### src/rtl/vcwd_pkg.sv
/*
 package for the video capture write dma client: burst size, widths, states.
 assumes one 125 mhz clock domain (mclk) and a synchronous active-high reset.
*/
package vcwd_pkg;
   localparam int unsigned VCWD_BURST_BYTES = 128;
   localparam int unsigned VCWD_BURST_LOG2 = 7;
   localparam int unsigned VCWD_ADDR_W = 32;
   localparam int unsigned VCWD_LEN_W = 16;
   localparam int unsigned VCWD_LINES_W = 12;
   localparam int unsigned VCWD_NPLANE = 2;
   localparam logic [VCWD_BURST_LOG2-1:0] VCWD_REM_RESET = 7'h00;
   localparam logic [1:0] VCWD_DESC_NONE = 2'h0;
   typedef enum logic [1:0] {VCWD_IDLE, VCWD_BURST, VCWD_TAIL, VCWD_NEXT} vcwd_state_e;
endpackage : vcwd_pkg

### src/rtl/vcwd_client.sv
/*
 write-side capture dma client: burst splitting, tail transfer, per-plane ping-pong
 leftover state, current/shadow descriptor pair, 422 to 420 chroma line reduction.
 assumes the memory side answers each issued burst with wr_done, and the parser
 presents a whole line as a byte count (line_valid/line_bytes) before it is moved.
*/
`timescale 1ns/1ps
// Function
// - lines move to memory in fixed 128-byte bursts.
// - each line not a multiple of 128 bytes ends with one leftover transfer, then address steps by stride.
// - leftover size always comes from the same line being written.
// - leftover registers reset to zero; zero is never issued as burst size.
// - two leftover registers per channel, alternated line by line.
// - one-line first or second frame after reset or abort is handled correctly.
// - luma and chroma are separate streams with own line and leftover state.
// - 422 to 420 chroma of a two- or three-line frame becomes one line.
// - at most two descriptors held, current and shadow.
// - on completion shadow moves to current, shadow left empty.
// - a single descriptor sits in current only, never duplicated.
// - device never invents descriptors; only supplied ones direct writes.
module vcwd_client
   import vcwd_pkg::*;
(
   input wire logic mclk,
   input wire logic rst,
   input wire logic abort,
   input wire logic desc_valid,
   input wire logic [VCWD_ADDR_W-1:0] desc_base,
   input wire logic [VCWD_LEN_W-1:0] desc_stride,
   input wire logic [VCWD_LINES_W-1:0] desc_lines,
   output logic desc_ready,
   input wire logic chroma_420,
   input wire logic line_valid,
   input wire logic line_plane,
   input wire logic [VCWD_LEN_W-1:0] line_bytes,
   output logic line_ready,
   output logic wr_req,
   output logic [VCWD_ADDR_W-1:0] wr_addr,
   output logic [VCWD_BURST_LOG2:0] wr_size,
   output logic wr_plane,
   input wire logic wr_done,
   output logic frame_done,
   output logic [1:0] desc_count
);
   ////////////////////////////////////////////////////////////////////////
   typedef logic [VCWD_BURST_LOG2-1:0] vcwd_rem_t;
   vcwd_state_e state_q;
   logic cur_v_q, sh_v_q;
   logic [VCWD_ADDR_W-1:0] cur_base_q, sh_base_q;
   logic [VCWD_LEN_W-1:0] cur_stride_q, sh_stride_q;
   logic [VCWD_LINES_W-1:0] cur_lines_q, sh_lines_q;
   vcwd_rem_t rem_q [VCWD_NPLANE][2];
   logic pp_q [VCWD_NPLANE];
   logic [VCWD_LINES_W-1:0] lcnt_q [VCWD_NPLANE];
   logic [VCWD_ADDR_W-1:0] laddr_q [VCWD_NPLANE];
   logic [VCWD_LEN_W-VCWD_BURST_LOG2-1:0] bursts_q;
   logic [VCWD_ADDR_W-1:0] addr_q;
   logic pl_q;
   logic [VCWD_LINES_W-1:0] eff_lines;
   logic [VCWD_LINES_W-1:0] eff_lines_q;
   logic take_line, take_desc, done_line, frame_end;
   vcwd_rem_t new_rem;

   // chroma of a 420 frame with few lines collapses to one line
   always_comb
   begin
      eff_lines = cur_lines_q;
      if (chroma_420 && line_plane && cur_lines_q >= 12'h002 && cur_lines_q <= 12'h003)
      begin
         eff_lines = 12'h001;
      end
   end

   assign new_rem = line_bytes[VCWD_BURST_LOG2-1:0];
   // no descriptor, no line: writes only go where software pointed
   assign take_line = state_q == VCWD_IDLE && line_valid && cur_v_q && !abort;
   assign take_desc = desc_valid && !(cur_v_q && sh_v_q) && !abort;
   assign done_line = state_q == VCWD_NEXT;
   assign frame_end = done_line && lcnt_q[pl_q] + 12'h001 >= eff_lines_q;

   ////////////////////////////////////////////////////////////////////////
   // descriptor pair
   always_ff @(posedge mclk)
   begin
      if (rst || abort)
      begin
         cur_v_q <= 1'b0;
         sh_v_q <= 1'b0;
         cur_base_q <= '0;
         sh_base_q <= '0;
         cur_stride_q <= '0;
         sh_stride_q <= '0;
         cur_lines_q <= '0;
         sh_lines_q <= '0;
      end
      else
      begin
         if (frame_end && pl_q == 1'b1 || frame_end && !cur_v_q)
         begin
            // promote shadow, never copy current into shadow
            cur_v_q <= sh_v_q;
            cur_base_q <= sh_base_q;
            cur_stride_q <= sh_stride_q;
            cur_lines_q <= sh_lines_q;
            sh_v_q <= 1'b0;
            if (take_desc)
            begin
               if (sh_v_q)
               begin
                  sh_v_q <= 1'b1;
                  sh_base_q <= desc_base;
                  sh_stride_q <= desc_stride;
                  sh_lines_q <= desc_lines;
               end
               else
               begin
                  cur_v_q <= 1'b1;
                  cur_base_q <= desc_base;
                  cur_stride_q <= desc_stride;
                  cur_lines_q <= desc_lines;
               end
            end
         end
         else if (take_desc)
         begin
            if (!cur_v_q)
            begin
               cur_v_q <= 1'b1;
               cur_base_q <= desc_base;
               cur_stride_q <= desc_stride;
               cur_lines_q <= desc_lines;
            end
            else
            begin
               sh_v_q <= 1'b1;
               sh_base_q <= desc_base;
               sh_stride_q <= desc_stride;
               sh_lines_q <= desc_lines;
            end
         end
      end
   end

   ////////////////////////////////////////////////////////////////////////
   // line engine
   always_ff @(posedge mclk)
   begin
      if (rst || abort)
      begin
         state_q <= VCWD_IDLE;
         bursts_q <= '0;
         addr_q <= '0;
         pl_q <= 1'b0;
         eff_lines_q <= '0;
         wr_req <= 1'b0;
         wr_addr <= '0;
         wr_size <= '0;
         wr_plane <= 1'b0;
      end
      else
      begin
         case (state_q)
            VCWD_IDLE:
            begin
               if (take_line)
               begin
                  pl_q <= line_plane;
                  eff_lines_q <= eff_lines;
                  bursts_q <= line_bytes[VCWD_LEN_W-1:VCWD_BURST_LOG2];
                  addr_q <= (lcnt_q[line_plane] == '0) ? cur_base_q : laddr_q[line_plane];
                  state_q <= VCWD_BURST;
               end
            end
            VCWD_BURST:
            begin
               if (wr_req)
               begin
                  if (wr_done)
                  begin
                     wr_req <= 1'b0;
                     addr_q <= addr_q + VCWD_ADDR_W'(VCWD_BURST_BYTES);
                     bursts_q <= bursts_q - 1'b1;
                  end
               end
               else if (bursts_q != '0)
               begin
                  wr_req <= 1'b1;
                  wr_addr <= addr_q;
                  wr_size <= (VCWD_BURST_LOG2+1)'(VCWD_BURST_BYTES);
                  wr_plane <= pl_q;
               end
               else
               begin
                  state_q <= VCWD_TAIL;
               end
            end
            VCWD_TAIL:
            begin
               if (wr_req)
               begin
                  if (wr_done)
                  begin
                     wr_req <= 1'b0;
                     state_q <= VCWD_NEXT;
                  end
               end
               else if (rem_q[pl_q][pp_q[pl_q]] != VCWD_REM_RESET)
               begin
                  // size read from the slot just written for this line
                  wr_req <= 1'b1;
                  wr_addr <= addr_q;
                  wr_size <= {1'b0, rem_q[pl_q][pp_q[pl_q]]};
                  wr_plane <= pl_q;
               end
               else
               begin
                  state_q <= VCWD_NEXT;
               end
            end
            VCWD_NEXT:
            begin
               state_q <= VCWD_IDLE;
            end
            default:
            begin
               state_q <= VCWD_IDLE;
            end
         endcase
      end
   end

   ////////////////////////////////////////////////////////////////////////
   // per-plane leftover ping-pong and line position; abort clears like reset
   always_ff @(posedge mclk)
   begin
      if (rst || abort)
      begin
         for (int p = 0; p < VCWD_NPLANE; p++)
         begin
            rem_q[p][0] <= VCWD_REM_RESET;
            rem_q[p][1] <= VCWD_REM_RESET;
            pp_q[p] <= 1'b0;
            lcnt_q[p] <= '0;
            laddr_q[p] <= '0;
         end
      end
      else
      begin
         if (take_line)
         begin
            // written before its own tail, so no stale value is ever sent
            pp_q[line_plane] <= ~pp_q[line_plane];
            rem_q[line_plane][~pp_q[line_plane]] <= new_rem;
         end
         if (done_line)
         begin
            if (frame_end)
            begin
               lcnt_q[pl_q] <= '0;
            end
            else
            begin
               lcnt_q[pl_q] <= lcnt_q[pl_q] + 12'h001;
               laddr_q[pl_q] <= ((lcnt_q[pl_q] == '0) ? cur_base_q : laddr_q[pl_q])
                  + VCWD_ADDR_W'(cur_stride_q);
            end
         end
      end
   end

   ////////////////////////////////////////////////////////////////////////
   always_ff @(posedge mclk)
   begin
      if (rst || abort)
      begin
         desc_ready <= 1'b0;
         line_ready <= 1'b0;
         frame_done <= 1'b0;
         desc_count <= VCWD_DESC_NONE;
      end
      else
      begin
         desc_ready <= !(cur_v_q && sh_v_q) && !abort;
         line_ready <= take_line;
         frame_done <= frame_end;
         desc_count <= {1'b0, cur_v_q} + {1'b0, sh_v_q};
      end
   end
endmodule : vcwd_client

### config.mk
export PLATFORM = sky130hd
export DESIGN_NAME = vcwd_client
export DESIGN_NICKNAME = d
export VERILOG_FILES = /design/src/rtl/vcwd_pkg.sv /design/src/rtl/vcwd_client.sv
export SDC_FILE = /design/constraint.sdc
export NUM_CORES = 1
export LEC_CHECK = 0
export BUFFER_PORTS_ARGS = -buffer_cell sky130_fd_sc_hd__clkbuf_2
export CAP_MARGIN = 5
export CORE_MARGIN = 2
export CORE_UTILIZATION = 60
export CTS_CLUSTER_DIAMETER = 120
export DETAILED_ROUTE_END_ITERATION = 8
export PLACE_DENSITY = 0.8
export SYNTH_ARGS = -nofsm -noshare
export SYNTH_HDL_FRONTEND = slang
export SYNTH_SLANG_ARGS = --single-unit
export TNS_END_PERCENT = 50
### constraint.sdc
create_clock -name mclk -period 10.8 [get_ports mclk]
set_clock_uncertainty 0.05 [all_clocks]
set_input_delay 2.16 -clock mclk [delete_from_list [all_inputs] [get_ports mclk]]
set_output_delay 2.16 -clock mclk [all_outputs]
set_load 0.01 [all_outputs]
After elaboration in Yosys (flattened, before gate mapping)
Memory sizes are Yosys's and may differ from the RTL's. A register that Yosys moved wholly into a read port is not among the register bits.
Cells that the tools add are included.
- bits in registers: 225
- bits in latches: 0
- RAM bits: 118
- bits in read-only memories: 0
- input port bits: 84
- memories: 4
- memories (memory ; depth ; width ; read ports ; clocked after memory_dff ; wr ports ; line ; source):
    laddr_q ; 2 ; 32 ; 2 ; 1 ; 2 ; vcwd_client.sv:55 ; logic [VCWD_ADDR_W-1:0] laddr_q [VCWD_NPLANE];
    rem_q ; 2 ; 14 ; 1 ; 1 ; 2 ; vcwd_client.sv:52 ; vcwd_rem_t rem_q [VCWD_NPLANE][2];
    lcnt_q ; 2 ; 12 ; 2 ; 1 ; 2 ; vcwd_client.sv:54 ; logic [VCWD_LINES_W-1:0] lcnt_q [VCWD_NPLANE];
    pp_q ; 2 ; 1 ; 2 ; 1 ; 2 ; vcwd_client.sv:53 ; logic pp_q [VCWD_NPLANE];
- add/sub/neg operators: 5
- multiply operators: 0
- divide/modulo/power cells: 0
- magnitude comparators: 6
- equal/unequal tests: 15
- shift-type cells: 0
- multiplexer cells: 117
- bitwise logic cells: 4
- reduce and logical (&&, ||, !) cells: 39
- operators by type and width (kind ; count):
    32-bit two-way mux ; 20
    16-bit two-way mux ; 10
    12-bit two-way mux ; 13
    32-bit case mux with 2 select lines ; 2
    1-bit two-way mux ; 46
    14-bit two-way mux ; 3
    32-bit by 16-bit adder with 32-bit output ; 1
    32-bit by 8-bit adder with 32-bit output (second input constant) ; 1
    8-bit two-way mux ; 4
    32-bit OR reduction ; 1
    7-bit two-way mux ; 4
    9-bit two-way mux ; 3
    12-bit zero test ; 2
    2-bit != test (second input constant) ; 9
    9-bit case mux with 2 select lines ; 1
    8-bit case mux with 2 select lines ; 1
    1-bit logical AND ; 14
    14-bit OR reduction ; 1
    12-bit by 1-bit adder with 12-bit output (second input constant) ; 1
    12-bit >= comparator ; 1
    12-bit by 2-bit >= comparator with 1-bit output (second input constant) ; 1
    12-bit by 2-bit <= comparator with 1-bit output (second input constant) ; 1
    2-bit two-way mux ; 6
    12-bit OR reduction ; 1
    other kinds (25) ; 39

Logic depth before layout (Yosys ltp)
- word-level depth: 10
- depth in mapped cells: 26

Worst setup path after synthesis
No wires, ideal clock.
- path kind: register to register
- start point: reg (tool-made name)
- end point: mem laddr_q[0][27], data pin
- setup time: 0.255 ns
- arrival time: 5.012 ns
- setup slack: 5.483 ns
- cell stages (with the launch flop): 25
- path buffers: 9
- clock period less this slack: 5.317 ns
- cell sequence: dfxtp_1 clkbuf_1 buf_2 buf_2 buf_2 buf_2 mux2_2 inv_1 ha_1 inv_1 a21oi_2 buf_4 buf_2 clkbuf_1 o21ai_0 ha_1 a211o_1 a21oi_1 a221oi_1 nor4bb_1 clkbuf_1 nor3_4 a21boi_0 nor3_2 o21ba_2
- RTL lines (element ; line):
    to (decl) ; vcwd_client.sv:55

==> metrics.cfg <==
[run_status]
outcome = completed

[global_route]
track_usage = 0.273
gr-total-overflow = 0
grt_pass1_wl_um = 68400
antenna_found_initial = 0
grt_start_max_net_pins = 123
grt_pass1_vias = 13600

[die]
die_w_um = 174
coreArea_mm2 = 0.0286
die_h_um = 174
initial_core_util = 0.607
die-area_mm2 = 0.0303
rows = 62
pin_count = 131

[logic_synthesis]
synth-main-ff-cell = dfxtp_1
syn-cell-area_mm2 = 0.0174
synthArstFlopShare = 0
ys_seq_area_frac = 0.465
syn_nets = 2084
ys_seq_elements = 344
synth-warning-count = 0
postSynthCellCount = 1962
synth.avg_cell_area_um2 = 8.85
ys_types = 73
synth-edff-count = 118

[pwr]
pwr-share-comb = 0.072
sequentialPowerShare = 0.485
vdd_drop_max_mv = 0.130
swShare = 0.231
cellInternalPower_w = 0.00221
p_sw_w = 0.000664
p_total_w = 0.00288
power_per_cell_area_mw_per_mm2 = 148
p_clk_frac = 0.443
power.leakage_nw = 7.53

[placed_design]
hpwl_um = 28900
port_buffers = 130
place_ws_ns = 5.11
place_congestion = 0.939

[setup_path]
required_ns = 11.16
cp.arrival_ns = 6.26
end_kind = flop
crit_type = reg -> reg
crit_fanout = 120
start_kind = flop

[clock_tree]
cts_hold_buf = 0
clk_pin_slew_ns = 0.06
cts_buffers = 37
tritoncts = built
ctsResizeCount = 0
htreeDepth = 2
cts_buffer_depth = 3
clk_latency_ns = 0.52
post_cts_buffers = 0
cts_sinks = 344
cts_root_buf = clkbuf_16

[final_layout]
drive_gt1_frac = 0.122
multi_input_area_mm2 = 0.00869
final_core_util = 0.679
antennaDiodeCount = 0
area_growth_pct = 12.0
seqCellArea_mm2 = 0.00807
n_fill_cell = 2296
layout.nets = 2137

[routing]
routed_wl_um = 42100
drc_errors = 0
drtPass1Iterations = 5
antenna_left = 0
viasPerCell = 6.05
drtIter0Drc = 1395
wl_per_cell_um = 17.4
dr_total_vias = 14700

[sta]
setup_viol = 0
timing.final.ws_setup_ns = 4.91
fin_crit_sh = 0.546
tightest_slew_ns = 1.14
maxSlewHeadroom = 0.240
max_freq_mhz = 170
slew_viol_final = 0
fin_crit_ns = 5.89
final_hold_viol_count = 0
holdWs_ns = 0.402
final.setup.tns_ns = 0
rsz0062_at_grt = false

[worst_hold_path]
hp-class = reg -> reg

[run]
maxCapViolCount = 0

==> registers in the layout, indices dropped and copies added, names as in the netlist, 9 cells and up, named ones only <==
| name | flops |
|---|---|
| sh_lines_q | 12 |
| rem_q | 28 |
| lcnt_q | 24 |
| eff_lines_q | 12 |
| sh_base_q | 32 |
| cur_stride_q | 16 |
| addr_q | 32 |
| wr_addr | 32 |
| cur_lines_q | 12 |
| laddr_q | 64 |
| cur_base_q | 32 |
| bursts_q | 9 |
| sh_stride_q | 16 |
==> final cells by class <==
| cell class | count | share of cell area |
|---|---|---|
| Sequential cell | 344 | 0.415 |
| Timing Repair Buffer | 152 | 0.0420 |
| Clock buffer | 54 | 0.0579 |
| Tap cell | 384 | 0.0247 |
| Multi-Input combinational cell | 1443 | 0.447 |
| Inverter | 37 | 0.00715 |
| Clock inverter | 9 | 0.00566 |
==> stage by stage <==
stage | area (um2) | instances
final | 19400 | 2423
after floorplan | 17400 | 1962
after global placement | 18200 | 2360
after CTS | 19400 | 2423
after detailed placement | 18200 | 2360
after global routing | 19400 | 2423
==> critical path, stage by stage, from the launching register on <==
cell and delay, ns:
dfxtp_4 0.62, buf_4 0.68, mux2i_1 0.25, a21oi_1 0.23
nor2b_1 0.30, nand2_1 0.13, xnor2_1 0.27, inv_1 0.09
ha_1 0.31, and4_1 0.18, o21ai_0 0.08, o31a_1 0.31
o21a_1 0.20, o21ai_0 0.50, a21boi_4 0.26, buf_4 0.80
nor2_1 0.15, a211oi_1 0.28
==> cells in the final DEF, fill, tap and decap left out, types with 10 or more instances in the layout <==
cell / synthesis / routed
edfxtp_1: 118 / 118
a22oi_1: 10 / 10
mux2i_1: 130 / 130
a22o_1: 12 / 12
a21oi_1: 135 / 133
nand4_1: 10 / 10
ha_1: 37 / 36
dfxtp_1: 226 / 225
nor2_1: 222 / 221
o21ai_0: 154 / 153
nand2b_1: 18 / 18
buf_4: 1 / 22
clkbuf_2: 0 / 131
a211oi_1: 90 / 90
clkbuf_16: 0 / 38
nand3_1: 91 / 91
or3_1: 10 / 10
nor3_1: 20 / 20
and3_1: 11 / 11
inv_1: 37 / 37
nand2_1: 253 / 253
clkbuf_8: 0 / 11
nor2b_1: 30 / 30
xnor2_1: 25 / 25
xor2_1: 18 / 18
nor4_1: 11 / 11
and2_1: 32 / 32
==> cells by family (layout without fill, tap and decap cells) <==
group | after synthesis | in the layout | share of synthesized area
multiplexers | 138 | 138 | 0.0808
buffers and inverters | 175 | 252 | 0.0386
adder cells (fa/ha/maj) | 38 | 38 | 0.0278
AO/OA/AOI/OAI | 477 | 477 | 0.169
flip-flops | 344 | 344 | 0.465
AND/OR/NAND/NOR | 747 | 747 | 0.198
XOR/XNOR | 43 | 43 | 0.0217
==> cell usage after synthesis (12+ instances only) <==
cell type,count,area share
nand2_1,253,0.055
dfxtp_1,226,0.26
nor2_1,222,0.048
o21ai_0,154,0.044
a21oi_1,135,0.039
mux2i_1,130,0.075
edfxtp_1,118,0.20
clkbuf_1,111,0.024
nand3_1,91,0.026
a211oi_1,90,0.039
ha_1,37,0.027
inv_1,37,0.0080
and2_1,32,0.012
nor2b_1,30,0.011
xnor2_1,25,0.013
nor3_1,20,0.0058
buf_1,19,0.0041
nand2b_1,18,0.0065
xor2_1,18,0.0091
a22o_1,12,0.0061
==> power by group through the flow <==
stage	clock (W)	sequential (W)	combinational, W
final	0.00127	0.00139	0.000207
after global routing	0.00134	0.00140	0.000229
after CTS	0.00128	0.00139	0.000205
after detailed placement	0	0.00142	0.000203
after global placement	0	0.00142	0.000197
after floorplan	0	0.00141	0.000145
==> worst paths after layout <==
path	from	endpoint	slack [ns]	depth (start not counted)
worst min register to register	wr_addr[31]	wr_addr[31]	0.40	2
worst min-delay path	wr_addr[31]	wr_addr[31]	0.40	2
worst max register to register	flop	cur_base_q[9]	4.91	17
worst max-delay path	flop	cur_base_q[9]	4.91	17
==> routing by layer <==
| layer | GRT usage | share of wire | vias to the layer above |
|---|---|---|---|
| met3 | 0.0481 | 0.089 | 73 |
| met1 | 0.393 | 0.45 | 6846 |
| met4 | 0.0662 | 0.017 | 0 |
| li1 | - | - | 7111 |
| met2 | 0.431 | 0.45 | 639 |
| met5 | 0 | 0 | - |
Note: power is estimated with default switching activity, not from simulation.
